===== src/hw/psp_pkg.sv =====
// Constants for the parallel slave port: register map, field positions, reset values
package psp_pkg;
   localparam int unsigned DATA_W = 8;
   localparam int unsigned APB_DW = 32;
   localparam int unsigned CTRL_PINS = 3;

   // Register byte offsets
   localparam logic [7:0] OFF_PORT_CTRL = 8'h00;
   localparam logic [7:0] OFF_DATA_PORT = 8'h04;
   localparam logic [7:0] OFF_DATA_LAT = 8'h08;
   localparam logic [7:0] OFF_DATA_DIR = 8'h0c;
   localparam logic [7:0] OFF_CTRL_PINS = 8'h10;
   localparam logic [7:0] OFF_CTRL_LAT = 8'h14;
   localparam logic [7:0] OFF_CTRL_DIR = 8'h18;
   localparam logic [7:0] OFF_IRQ_FLAGS = 8'h1c;
   localparam logic [7:0] OFF_IRQ_EN = 8'h20;
   localparam logic [7:0] OFF_IRQ_PRIO = 8'h24;
   localparam logic [7:0] OFF_ANALOG_CFG = 8'h28;

   // slave_port_control fields
   localparam int unsigned BIT_INPUT_FULL = 7;
   localparam int unsigned BIT_OUTPUT_FULL = 6;
   localparam int unsigned BIT_OVERRUN = 5;
   localparam int unsigned BIT_SELECT = 4;
   // Interrupt flag, enable and priority all sit at this position
   localparam int unsigned BIT_PORT_IRQ = 7;

   // analog_pin_config field and the value that makes the control pins digital
   localparam int unsigned ANALOG_CFG_W = 3;
   localparam logic [2:0] ANALOG_CFG_DIGITAL = 3'h7;

   // Control pin positions within the control port
   localparam int unsigned PIN_READ_N = 0;
   localparam int unsigned PIN_WRITE_N = 1;
   localparam int unsigned PIN_SELECT_N = 2;

   // Reset values
   localparam logic [7:0] RST_PORT_CTRL = 8'h00;
   localparam logic [7:0] RST_DIR = 8'hff;
   localparam logic [7:0] RST_LAT = 8'h00;
   localparam logic [7:0] RST_IRQ_FLAGS = 8'h00;
   localparam logic [7:0] RST_IRQ_EN = 8'h00;
   localparam logic [7:0] RST_IRQ_PRIO = 8'hff;
   localparam logic [2:0] RST_ANALOG_CFG = 3'h0;

   typedef enum logic [1:0] {ST_IDLE, ST_WRITING, ST_READING} port_state_t;
endpackage


===== src/hw/pin_sync.sv =====
// Two-flop synchroniser for a group of asynchronous pin inputs
`timescale 1ns/1ps
module pin_sync #(
   parameter int unsigned WIDTH = 8,
   parameter logic [WIDTH-1:0] RST_VAL = '0
)(
   input wire logic clk,
   input wire logic nrst,
   input wire logic ce,
   input wire logic [WIDTH-1:0] async_i,
   output logic [WIDTH-1:0] sync_o
);
   logic [WIDTH-1:0] meta_q;

   initial
   begin
      if (WIDTH < 1)
         $error("pin_sync: WIDTH must be at least 1");
   end

   // First stage feeds only the second stage
   always_ff @(posedge clk or negedge nrst)
   begin
      if (!nrst)
      begin
         meta_q <= RST_VAL;
         sync_o <= RST_VAL;
      end
      else if (ce)
      begin
         meta_q <= async_i;
         sync_o <= meta_q;
      end
   end
endmodule


===== src/hw/parallel_slave_port.sv =====
// Parallel slave port with its data and control ports, APB registers and interrupts
//
// Functional notes
// RL1: Select bit set turns the 8-bit data port into the slave port.
// RL2: Slave mode uses three control pins as read, write and chip select.
// RL3: Software sets the three low control direction bits to input first.
// RL4: Software sets analog pin config so control pins are digital.
// RL5: Write is taken when select and write strobe are first seen low.
// RL6: Read is taken when select and read strobe are first seen low.
// RL7: Strobes are asynchronous and synchronised before use.
// RL8: External processor sees one 8-bit latch, readable and writable.
// RL9: Control pins use TTL input buffers in slave mode.
// RL10: Input-full bit 7 set on external write, cleared when software reads.
// RL11: Output-full bit 6 high until external side reads software's word.
// RL12: Slave port works only in microcontroller mode, external bus off.
// RL13: Write onto unread input word sets overrun bit 5; software clears.
// RL14: Each finished transfer sets irq flag; enable and priority route it.
// RL15: Unused control register bits read zero and ignore writes.
//
// The APB register port and the placing of the registers were left to the implementer.
`timescale 1ns/1ps
module parallel_slave_port
   import psp_pkg::*;
#(
   parameter int unsigned ADDR_W = 8
)(
   input wire logic clk,
   input wire logic nrst,
   input wire logic ce,
   // APB slave
   input wire logic psel,
   input wire logic penable,
   input wire logic pwrite,
   input wire logic [ADDR_W-1:0] paddr,
   input wire logic [APB_DW-1:0] pwdata,
   output logic [APB_DW-1:0] prdata,
   output logic pready,
   output logic pslverr,
   // Device operating mode
   input wire logic microMode,
   // Data port pins
   input wire logic [DATA_W-1:0] dataIn,
   output logic [DATA_W-1:0] dataOut,
   output logic [DATA_W-1:0] dataOe,
   // Control port pins
   input wire logic [DATA_W-1:0] ctrlIn,
   output logic [DATA_W-1:0] ctrlOut,
   output logic [DATA_W-1:0] ctrlOe,
   output logic ctrlTtlBuffers,
   // Interrupts
   output logic irqHigh,
   output logic irqLow
);
   logic [DATA_W-1:0] dataPins;
   logic [DATA_W-1:0] ctrlPins;
   logic [DATA_W-1:0] dataLat_q;
   logic [DATA_W-1:0] dataDir_q;
   logic [DATA_W-1:0] ctrlLat_q;
   logic [DATA_W-1:0] ctrlDir_q;
   logic [DATA_W-1:0] inWord_q;
   logic [ANALOG_CFG_W-1:0] analogCfg_q;
   logic inFull_q;
   logic outFull_q;
   logic overrun_q;
   logic select_q;
   logic irqFlag_q;
   logic irqEn_q;
   logic irqPrio_q;
   port_state_t state_q;
   logic portActive;
   logic ctrlDigital;
   logic wrStrobe;
   logic rdStrobe;
   logic extWrStart;
   logic extRdStart;
   logic xferEnd;
   logic busAccess;
   logic busWrite;
   logic busRead;
   logic [DATA_W-1:0] wByte;
   logic [DATA_W-1:0] rByte;
   logic rHit;

   initial
   begin
      if (ADDR_W < 8)
         $error("parallel_slave_port: ADDR_W must be at least 8");
   end

   function automatic logic isReg(input logic [ADDR_W-1:0] a, input logic [7:0] off);
      isReg = (a == ADDR_W'(off));
   endfunction

   // Pins are asynchronous to clk; data is sampled through the same depth as the
   // strobes so the captured byte lines up with the detected write.
   pin_sync #(.WIDTH(DATA_W), .RST_VAL('1)) u_ctrl_sync (
      .clk(clk),
      .nrst(nrst),
      .ce(ce),
      .async_i(ctrlIn),
      .sync_o(ctrlPins)
   ); // RL7
   pin_sync #(.WIDTH(DATA_W), .RST_VAL('0)) u_data_sync (
      .clk(clk),
      .nrst(nrst),
      .ce(ce),
      .async_i(dataIn),
      .sync_o(dataPins)
   );

   // Strobes only count once software has made the control pins digital inputs
   assign ctrlDigital = (analogCfg_q == ANALOG_CFG_DIGITAL); // RL4
   assign portActive = select_q && microMode && ctrlDigital
      && (&ctrlDir_q[CTRL_PINS-1:0]); // RL1 RL3 RL12
   assign wrStrobe = portActive && !ctrlPins[PIN_SELECT_N] && !ctrlPins[PIN_WRITE_N]; // RL2
   assign rdStrobe = portActive && !ctrlPins[PIN_SELECT_N] && !ctrlPins[PIN_READ_N]; // RL2

   // Write has priority if a broken master asserts both strobes at once
   assign extWrStart = (state_q == ST_IDLE) && wrStrobe; // RL5
   assign extRdStart = (state_q == ST_IDLE) && !wrStrobe && rdStrobe; // RL6
   assign xferEnd = ((state_q == ST_WRITING) && !wrStrobe)
      || ((state_q == ST_READING) && !rdStrobe);

   always_ff @(posedge clk or negedge nrst)
   begin
      if (!nrst)
         state_q <= ST_IDLE;
      else if (ce)
      begin
         unique case (state_q)
            ST_IDLE:
            begin
               if (extWrStart)
                  state_q <= ST_WRITING;
               else if (extRdStart)
                  state_q <= ST_READING;
            end
            ST_WRITING:
            begin
               if (!wrStrobe)
                  state_q <= ST_IDLE;
            end
            ST_READING:
            begin
               if (!rdStrobe)
                  state_q <= ST_IDLE;
            end
         endcase
      end
   end

   // APB: one wait state so that read data and pready come from flops
   assign busAccess = psel && penable && pready;
   assign busWrite = busAccess && pwrite;
   assign busRead = busAccess && !pwrite;
   assign wByte = pwdata[DATA_W-1:0];

   always_ff @(posedge clk or negedge nrst)
   begin
      if (!nrst)
      begin
         pready <= 1'b0;
         pslverr <= 1'b0;
         prdata <= '0;
      end
      else if (ce)
      begin
         pready <= psel && penable && !pready;
         pslverr <= psel && penable && !pready && !rHit;
         if (psel && penable && !pready)
            prdata <= {{(APB_DW-DATA_W){1'b0}}, rByte};
      end
   end

   always_comb
   begin
      rHit = 1'b1;
      rByte = '0;
      if (isReg(paddr, OFF_PORT_CTRL))
         rByte = {inFull_q, outFull_q, overrun_q, select_q, 4'h0}; // RL15
      else if (isReg(paddr, OFF_DATA_PORT))
         rByte = portActive ? inWord_q : dataPins;
      else if (isReg(paddr, OFF_DATA_LAT))
         rByte = dataLat_q;
      else if (isReg(paddr, OFF_DATA_DIR))
         rByte = dataDir_q;
      else if (isReg(paddr, OFF_CTRL_PINS))
         rByte = ctrlDigital ? ctrlPins : {ctrlPins[DATA_W-1:CTRL_PINS], 3'h0};
      else if (isReg(paddr, OFF_CTRL_LAT))
         rByte = ctrlLat_q;
      else if (isReg(paddr, OFF_CTRL_DIR))
         rByte = ctrlDir_q;
      else if (isReg(paddr, OFF_IRQ_FLAGS))
         rByte = {irqFlag_q, 7'h00};
      else if (isReg(paddr, OFF_IRQ_EN))
         rByte = {irqEn_q, 7'h00};
      else if (isReg(paddr, OFF_IRQ_PRIO))
         rByte = {irqPrio_q, 7'h00};
      else if (isReg(paddr, OFF_ANALOG_CFG))
         rByte = {5'h00, analogCfg_q};
      else
         rHit = 1'b0;
   end

   // Plain software registers
   always_ff @(posedge clk or negedge nrst)
   begin
      if (!nrst)
      begin
         select_q <= RST_PORT_CTRL[BIT_SELECT];
         dataDir_q <= RST_DIR;
         ctrlLat_q <= RST_LAT;
         ctrlDir_q <= RST_DIR;
         irqEn_q <= RST_IRQ_EN[BIT_PORT_IRQ];
         irqPrio_q <= RST_IRQ_PRIO[BIT_PORT_IRQ];
         analogCfg_q <= RST_ANALOG_CFG;
      end
      else if (ce && busWrite)
      begin
         if (isReg(paddr, OFF_PORT_CTRL))
            select_q <= wByte[BIT_SELECT]; // RL1
         if (isReg(paddr, OFF_DATA_DIR))
            dataDir_q <= wByte;
         if (isReg(paddr, OFF_CTRL_LAT))
            ctrlLat_q <= wByte;
         if (isReg(paddr, OFF_CTRL_DIR))
            ctrlDir_q <= wByte;
         if (isReg(paddr, OFF_IRQ_EN))
            irqEn_q <= wByte[BIT_PORT_IRQ];
         if (isReg(paddr, OFF_IRQ_PRIO))
            irqPrio_q <= wByte[BIT_PORT_IRQ];
         if (isReg(paddr, OFF_ANALOG_CFG))
            analogCfg_q <= wByte[ANALOG_CFG_W-1:0];
      end
   end

   // The output latch: software writes the output word here; the master's input word goes to inWord_q below
   always_ff @(posedge clk or negedge nrst)
   begin
      if (!nrst)
         dataLat_q <= RST_LAT;
      else if (ce && busWrite
         && (isReg(paddr, OFF_DATA_PORT) || isReg(paddr, OFF_DATA_LAT)))
         dataLat_q <= wByte; // RL8
   end

   always_ff @(posedge clk or negedge nrst)
   begin
      if (!nrst)
         inWord_q <= '0;
      else if (ce && extWrStart)
         inWord_q <= dataPins; // RL5 RL8
   end

   // Input full: a master write in the same cycle as the software read wins
   always_ff @(posedge clk or negedge nrst)
   begin
      if (!nrst)
         inFull_q <= RST_PORT_CTRL[BIT_INPUT_FULL];
      else if (ce)
      begin
         if (extWrStart)
            inFull_q <= 1'b1; // RL10
         else if (busRead && isReg(paddr, OFF_DATA_PORT) && portActive)
            inFull_q <= 1'b0; // RL10
      end
   end

   always_ff @(posedge clk or negedge nrst)
   begin
      if (!nrst)
         overrun_q <= RST_PORT_CTRL[BIT_OVERRUN];
      else if (ce)
      begin
         if (extWrStart && inFull_q)
            overrun_q <= 1'b1; // RL13
         else if (busWrite && isReg(paddr, OFF_PORT_CTRL) && !wByte[BIT_OVERRUN])
            overrun_q <= 1'b0; // RL13
      end
   end

   // Output full: a fresh software word outranks a master read starting on the old one
   always_ff @(posedge clk or negedge nrst)
   begin
      if (!nrst)
         outFull_q <= RST_PORT_CTRL[BIT_OUTPUT_FULL];
      else if (ce)
      begin
         if (busWrite && isReg(paddr, OFF_DATA_PORT) && portActive)
            outFull_q <= 1'b1; // RL11
         else if (extRdStart)
            outFull_q <= 1'b0; // RL11
      end
   end

   // Interrupt flag: write one to clear, a finishing transfer in that cycle wins
   always_ff @(posedge clk or negedge nrst)
   begin
      if (!nrst)
         irqFlag_q <= RST_IRQ_FLAGS[BIT_PORT_IRQ];
      else if (ce)
      begin
         if (xferEnd)
            irqFlag_q <= 1'b1; // RL14
         else if (busWrite && isReg(paddr, OFF_IRQ_FLAGS) && wByte[BIT_PORT_IRQ])
            irqFlag_q <= 1'b0;
      end
   end

   always_ff @(posedge clk or negedge nrst)
   begin
      if (!nrst)
      begin
         irqHigh <= 1'b0;
         irqLow <= 1'b0;
      end
      else if (ce)
      begin
         irqHigh <= irqFlag_q && irqEn_q && irqPrio_q; // RL14
         irqLow <= irqFlag_q && irqEn_q && !irqPrio_q; // RL14
      end
   end

   // Pin drivers. In slave mode the data pins drive only during a master read,
   // and the three control pins are forced to inputs whatever the direction bits say.
   always_ff @(posedge clk or negedge nrst)
   begin
      if (!nrst)
      begin
         dataOut <= '0;
         dataOe <= '0;
         ctrlOut <= '0;
         ctrlOe <= '0;
         ctrlTtlBuffers <= 1'b0;
      end
      else if (ce)
      begin
         dataOut <= dataLat_q;
         ctrlOut <= ctrlLat_q;
         ctrlTtlBuffers <= portActive; // RL9
         if (portActive)
         begin
            dataOe <= (rdStrobe && !wrStrobe) ? '1 : '0; // RL6 RL8
            ctrlOe <= {~ctrlDir_q[DATA_W-1:CTRL_PINS], 3'h0}; // RL2
         end
         else
         begin
            dataOe <= ~dataDir_q;
            ctrlOe <= ~ctrlDir_q;
         end
      end
   end
endmodule


===== config.mk =====
export PLATFORM = sky130hd
export DESIGN_NAME = parallel_slave_port
export DESIGN_NICKNAME = d
export VERILOG_FILES = /design/src/hw/psp_pkg.sv /design/src/hw/pin_sync.sv /design/src/hw/parallel_slave_port.sv
export SDC_FILE = /design/constraint.sdc
export NUM_CORES = 1
export LEC_CHECK = 0
export BUFFER_PORTS_ARGS = -buffer_cell sky130_fd_sc_hd__buf_2
export CAP_MARGIN = 20
export CELL_PAD_IN_SITES_DETAIL_PLACEMENT = 0
export CELL_PAD_IN_SITES_GLOBAL_PLACEMENT = 2
export CORE_AREA = 2 2 141 143
export CTS_CLUSTER_SIZE = 30
export DETAILED_ROUTE_END_ITERATION = 7
export DIE_AREA = 0 0 143 145
export GPL_ROUTABILITY_DRIVEN = 1
export GPL_TIMING_DRIVEN = 1
export PLACE_DENSITY = 0.78
export SLEW_MARGIN = 20
export SYNTH_ARGS = -nofsm -noshare
export SYNTH_HDL_FRONTEND = slang
export SYNTH_SLANG_ARGS = --single-unit

===== constraint.sdc =====
create_clock -name clk -period 1.9 [get_ports clk]
set_input_delay 0.19 -clock clk [delete_from_list [all_inputs] [get_ports clk]]
set_output_delay 0.19 -clock clk [all_outputs]
set_load 0.005 [all_outputs]

==> results of run 1 <==
[worst max-delay path, stage by stage, from the launching register on]
cell	delay, ns
dfstp_2	0.54
nand3_2	0.09
or3_4	0.43
a211o_1	0.25
a21o_1	0.18
mux2_2	0.28
[state kept, by name, summed over array words and instances, names as in the netlist, 2 cells and up]
| register | count |
|---|---|
| analogCfg_q | 3 |
| ctrlDir_q | 8 |
| ctrlLat_q | 8 |
| ctrlOe | 8 |
| ctrlOut | 8 |
| dataDir_q | 8 |
| dataLat_q | 8 |
| dataOe | 8 |
| dataOut | 8 |
| inWord_q | 8 |
| prdata | 8 |
| state_q | 2 |
| u_ctrl_sync.meta_q | 8 |
| u_ctrl_sync.sync_o | 8 |
| u_data_sync.meta_q | 8 |
| u_data_sync.sync_o | 8 |
[cells by family (layout without fill, tap and decap cells)]
kind of cell	after synthesis	count (layout)	share of synthesized area [%]
flip-flops	129	129	53.87
multiplexers	107	107	19.69
AND/OR/NAND/NOR	112	112	9.256
adder cells (fa/ha/maj)	3	3	0.6185
buffers and inverters	69	199	5.916
other	1	24	0.06178
AO/OA/AOI/OAI	88	88	10.60
[timing repair]
action | 4_1_cts | 5_1_grt
resized for setup | 0 | 18
pin swaps | 0 | 5
endpoints found under the hold margin | 105 | 0
setup buffers | 0 | 1
setup endpoints to repair | 3 | 35
hold buffers | 10 | 0
[cell usage after synthesis, types with 3 or more instances]
cell type / instances / area share, %
mux2_2: 99 / 18
dfrtp_1: 96 / 40
dfstp_2: 33 / 14
nand2_1: 31 / 1.9
nor2_1: 26 / 1.6
buf_4: 24 / 3.0
inv_1: 21 / 1.3
o21ai_0: 21 / 1.7
clkbuf_1: 15 / 0.93
a21oi_1: 13 / 1.1
nor2b_1: 11 / 1.1
nor3_1: 9 / 0.74
mux2i_1: 8 / 1.3
nand3_1: 8 / 0.66
o22a_1: 8 / 1.2
buf_2: 7 / 0.58
nand2b_1: 6 / 0.62
nor4_1: 6 / 0.62
a211oi_1: 5 / 0.62
o31ai_1: 5 / 0.62
a22oi_1: 4 / 0.49
a2bb2oi_1: 4 / 0.58
o31a_1: 4 / 0.58
o32ai_1: 4 / 0.58
ha_1: 3 / 0.62
[report_power, final]
| group | switching (uW) | internal [uW] | leakage (uW) |
|---|---|---|---|
| registers | 97.3 | 2900 | 0.00153 |
| clock network | 1100 | 2050 | 0.000287 |
| logic | 346 | 299 | 0.00171 |
[final cells by class]
class	count	area share (%)
Multi-Input combinational cell	334	33.08
Tap cell	265	4.223
Inverter	21	1.004
Sequential cell	129	41.64
Timing Repair Buffer	147	12.72
Clock inverter	6	1.020
Clock buffer	25	6.311
[path summary, 6_finish.rpt]
path	slack, ns	startpoint	to	cells past startpoint
hold / removal	0.02	ctrlIn[7]	u_ctrl_sync.meta_q[7]$_DFFE_PN1P_	2
hold reg to reg	0.49	u_ctrl_sync.meta_q[1]$_DFFE_PN1P_	u_ctrl_sync.sync_o[1]$_DFFE_PN1P_	2
setup / recovery	0.03	ctrlDir_q[2]$_DFFE_PN1P_	state_q[1]$_DFFE_PN0P_	5
max in group asynchronous	0.90	nrst	ctrlTtlBuffers$_DFFE_PN0P_	3
setup reg to reg	0.03	ctrlDir_q[2]$_DFFE_PN1P_	state_q[1]$_DFFE_PN0P_	5
min in group asynchronous	0.41	nrst	u_data_sync.meta_q[6]$_DFFE_PN0P_	3
[per-stage QoR]
step	TNS [ns]	setup WS (ns)	utilization, %
2_1_floorplan	0	0.004195	-
3_3_place_gp	-2.129	-0.1976	36.86
3_5_place_dp	-2.195	-0.1800	36.86
4_1_cts	-0.01731	-0.01346	40.38
5_1_grt	-0.1164	-0.02139	40.88
6_report	0	0.02841	40.88
[routing by layer]
layer  wire [um]  track usage, %  vias up
met5           0               0        -
met4         208           4.158        0
met3         690           4.488       14
met2        7776           25.72      111
met1        7620           23.60     2190
li1            -               -     2066
==> reports/qor.txt, run 1 <==
Status - complete, no violations
Max Slew Vio Count - 0
Cts bufs inserted - 17
Critical path required time - 2.19 ns
CTS tree - built
Hold Vio Cnt, Final - 0
Initial Util - 31.60%
Clk buf depth - 2
Crit path max fanout - 3
Peak supply drop - 0.0005535 V
Vias - 4381
Max H-tree Level - 4
Mapped Area - 0.006070 mm^2
CP endpoint kind - flip-flop
Routed wire length - 16300 um
Ys async rst share - 100.0%
Clk slew on worst S/H paths - 0.05 ns
Tot GR Track Use - 16.79%
Seq. cell area - 0.003269 mm^2
Drt first-iter violations - 185
Synth Area per Inst - 11.92 um^2
Fraction of layout cells with a size suffix above 1 - 47.43%
# setup viols final - 0
EDFF count, synth - 0
Sink Count - 129
PD cells - 866.3 mW/mm^2
Top FF cell, synth - dfrtp_1
Worst Clk Skew - 0.007370 ns
Final instance area - 0.007851 mm^2
Most common cell after layout, fill and taps aside - mux2_2
Dpl cells - 885
Setup CP Type - flip-flop to flip-flop
Die height - 145 um
Hold WC Path Type - primary input to flip-flop
Die Area - 0.02074 mm^2
Sequential element share of the synthesized area - 53.87%
# IOs - 132
Fillers - 1887
Final nets - 716
Unrepaired setup endpoints after global routing - true
Port buffer count - 83
Antenna Cells - 0
Placer Congestion - 0.9182
Tcrit/Tclk final - 98.50%
Max-Cap Viols - 0
# rows - 51
First-pass DRT Iterations - 4
DRC - 0
Multi-input gate area - 0.002597 mm^2
Root buf cell - clkbuf_16
FF+latch count, synth - 129
Clock period minus worst slack - 1.872 ns
Core area - 0.01921 mm^2
Initial antenna violation count - 0
Rel. slew slack - 50.81%
Most frequent cells in the layout - 99 x mux2_2, 96 x dfrtp_1, 81 x buf_2, 47 x buf_4, 33 x dfstp_2
Largest net degree at the start of global routing - 130
HPWL after detailed placement - 12230 um
Via/cell ratio - 4.726
Worst Max-Slew Pin Slew - 0.7378 ns
Post-DRT Antenna Nets - 0
Area post-placement - 0.007081 mm^2
Distinct cells, synth - 53
Total grt overflow - 0
First-pass GRT wire length - 26670 um
Total power - 6802 uW
Fmax - 534.3 MHz
Critical path arrival - 2.16 ns
Hold WS - 0.01840 ns
Startpoint types - flip-flop
Die width - 143 um
Post-Syn Instances - 509
Area growth, synth to finish - 29.35%
Ys Warns - 0
Leakage - 0.003536 uW
Vias in the first global route - 4653
Layout Cells excl Fill - 927
Wire per inst - 17.58 um
Clk_lat worst skew - 0.41 ns
No activity file was read; power rests on OpenSTA's default activity.
==> run 2: changes to the inputs <==
Settings changed: PLACE_DENSITY 0.78 to not set, PLACE_DENSITY_LB_ADDON set to 0.1.
==> run 2 against run 1 <==
- die area unchanged
- core utilization increased by 0.26 points
- final cell count increased by 0.43%
- flip-flop and latch count did not move
- critical endpoint unchanged
- via count down 1.4%
- sequential power about the same
- clock-buffer cell count decreased by 6
- cell area up 0.64%
- clock power increased by 9.8%
==> reports/qor.txt, run 2 (same netlist as run 1, synthesis figures left out) <==
R2r setup slk - 0.02 ns (about the same)
Hold Path Cell Cnt - 2 (unchanged)
Core area - 0.01921 mm^2 (unchanged)
CTS tree - built
Antenna Cells - 0 (unchanged)
Clk buf depth - 2 (unchanged)
# IOs - 132 (unchanged)
Area growth, synth to finish - 30.18%
Wire length on met1 - 8059 um (+5.8%)
Leakage - 0.003536 uW (about the same)
Crit path launch - ctrlDir_q[0]$_DFFE_PN1P_
# setup viols final - 0 (unchanged)
Most common cell after layout, fill and taps aside - mux2_2
FF-to-FF End - state_q[1]$_DFFE_PN0P_
Initial Util - 31.60% (unchanged)
Worst path max stage delay - 0.54 ns (about the same)
Crit path max fanout - 3 (unchanged)
DR top layer - met4
Largest net degree at the start of global routing - 130 (unchanged)
Wire per inst - 18.05 um (+2.7%)
Clk slew on worst S/H paths - 0.06 ns (about the same)
DRC - 0 (unchanged)
Pre-CTS setup slack - -0.1102 ns (+0.06982 ns)
Switching Fraction - 23.54% (+0.81 points)
Max Slew Vio Count - 0 (unchanged)
Internal power - 5427 uW (+3.3%)
Root buf cell - clkbuf_16
Initial antenna violation count - 0 (unchanged)
HPWL after detailed placement - 12360 um (+1.1%)
Total grt overflow - 0 (unchanged)
Fraction of layout cells with a size suffix above 1 - 47.15% (-0.28 points)
Worst Max-Slew Pin Slew - 0.7176 ns (-0.02026 ns)
First-pass DRT Iterations - 4 (unchanged)
PD cells - 898.3 mW/mm^2 (+3.7%)
Hold Vio Cnt, Final - 0 (unchanged)
Drt first-iter violations - 167 (-9.7%)
Unrepaired setup endpoints after global routing - true
Final nets - 719 (+0.42%)
Critical path arrival - 2.17 ns (about the same)
CP Cell Sequence - nand2_2 > or3_4 > a211o_1 > a21o_1 > mux2_2
Reg2reg path depth - 5 (unchanged)
Most frequent cells in the layout - 99 x mux2_2, 96 x dfrtp_1, 81 x buf_2, 47 x buf_4, 33 x dfstp_2
Peak supply drop - 0.0005816 V (+5.1%)
Fmax - 533.2 MHz (-0.20%)
Vias - 4318 (-1.4%)
Die Area - 0.02074 mm^2 (unchanged)
Clock period minus worst slack - 1.875 ns (+0.003823 ns)
Met2 wire length - 8049 um (+3.5%)
Vias in the first global route - 4419 (-5.0%)
Routed wire length - 16810 um (+3.1%)
Die height - 145 um (unchanged)
Hold WC Path Type - primary input to flip-flop
Cts bufs inserted - 17 (unchanged)
Max H-tree Level - 4 (unchanged)
Seq pwr share - 42.1% (-2.0 points)
Worst Clk Skew - 0.006901 ns (-0.0004693 ns)
Tcrit/Tclk final - 98.71% (+0.20 points)
Critical path required time - 2.20 ns (about the same)
Port buffer count - 83 (unchanged)
Total power - 7098 uW (+4.4%)
Clk_lat worst skew - 0.42 ns (about the same)
Final worst slack - 0.02459 ns (-0.003823 ns)
Post-DRT Antenna Nets - 0 (unchanged)
CP endpoint kind - flip-flop
Sink Count - 129 (unchanged)
Setup CP Type - flip-flop to flip-flop
CP max-delay cell - dfstp_2
Via/cell ratio - 4.638 (-1.9%)
Placer Congestion - 0.8904 (-3.0%)
Status - complete, no violations
Rel. slew slack - 52.16% (+1.4 points)
Fillers - 1905 (+0.95%)
Max-Cap Viols - 0 (unchanged)
Hold endpoint - u_data_sync.meta_q[2]$_DFFE_PN0P_
Hold_sp - dataIn[2]
First-pass GRT wire length - 26300 um (-1.4%)
# rows - 51 (unchanged)
Net switching power - 1671 uW (+8.1%)
Die width - 143 um (unchanged)
Clock power share - 48.9% (+2.5 points)
Met3 WL post-DR - 553 um (-20%)
Tot GR Track Use - 16.97% (+0.18 points)
Worst r2r src - ctrlDir_q[0]$_DFFE_PN1P_
Setup tns final - 0 ns (unchanged)
Startpoint types - flip-flop
Gate power share - 9.0% (-0.5 points)
[run 2: changes by cell type in the layout (fill, tap and decap cells not counted), sizes merged]
| cell | change |
|---|---|
| clkinv | +1 |
| clkinvlp | +4 |
| dlygate4sd3 | +6 |
| buf | -3 |
| bufinv | +2 |
| clkbuf | -6 |
[run 2: what timing repair did]
item,CTS,global route
resized for setup,1,12
hold endpoints to repair,111,0
hold buffers,16,0
pin swaps,0,2
setup buffers,0,1
setup endpoints to repair,9,23
[run 2: power groups by stage]
stage	combinational, uW	clock (uW)	sequential [uW]
4_1_cts	639	3580	2990
5_1_grt	713	3710	3010
6_report	636	3470	2990
3_3_place_gp	601	0	3030
2_1_floorplan	375	0	3000
3_5_place_dp	612	0	3040
[run 2: stage by stage]
step	area, um^2	cells	hold WS (ns)	utilization, %
after global routing	7901	931	0.007006	41.14
final	7901	931	0.01527	41.14
after detailed placement	7046	882	0.3783	36.68
after CTS	7840	930	0.002025	40.82
after global placement	7046	882	0.3680	36.68
after floorplan	6160	532	-0.1056	-
[run 2: area by class of cell]
cell class	instances	area, um^2	area share, %
well taps	265	331.6	4.196
multi-input cells	334	2576	32.60
clock inverters	13	186.4	2.359
flip-flops and latches	129	3269	41.38
clock buffers	19	442.9	5.606
inverters	21	78.83	0.9976
repair buffers	150	1016	12.86
[run 2: worst max path at each step]
stage | slack [ns] | depth (start not counted) | endpoint
floorplan | 0.004 | 6 | state_q[0]$_DFFE_PN0P_
global placement | -0.09 | 8 | prdata[2]$_DFFE_PN0P_
detailed placement | -0.11 | 8 | prdata[6]$_DFFE_PN0P_
CTS | 0.01 | 5 | state_q[1]$_DFFE_PN0P_
global route | -0.03 | 6 | dataOe[4]$_DFFE_PN0P_
finish | 0.02 | 5 | state_q[1]$_DFFE_PN0P_
[run 2: routing by layer]
layer | GRT usage [%] | up-vias
li1 | - | 2079
met1 | 23.76 | 2135
met2 | 26.58 | 93
met3 | 3.564 | 11
met4 | 4.604 | 0
met5 | 0 | -
[run 2: critical path: cells and delay by family (launching register included)]
kind | cells | cell delay, ns
AO/OA/AOI/OAI | 2 | 0.47
flip-flops | 1 | 0.54
multiplexers | 1 | 0.27
AND/OR/NAND/NOR | 2 | 0.47
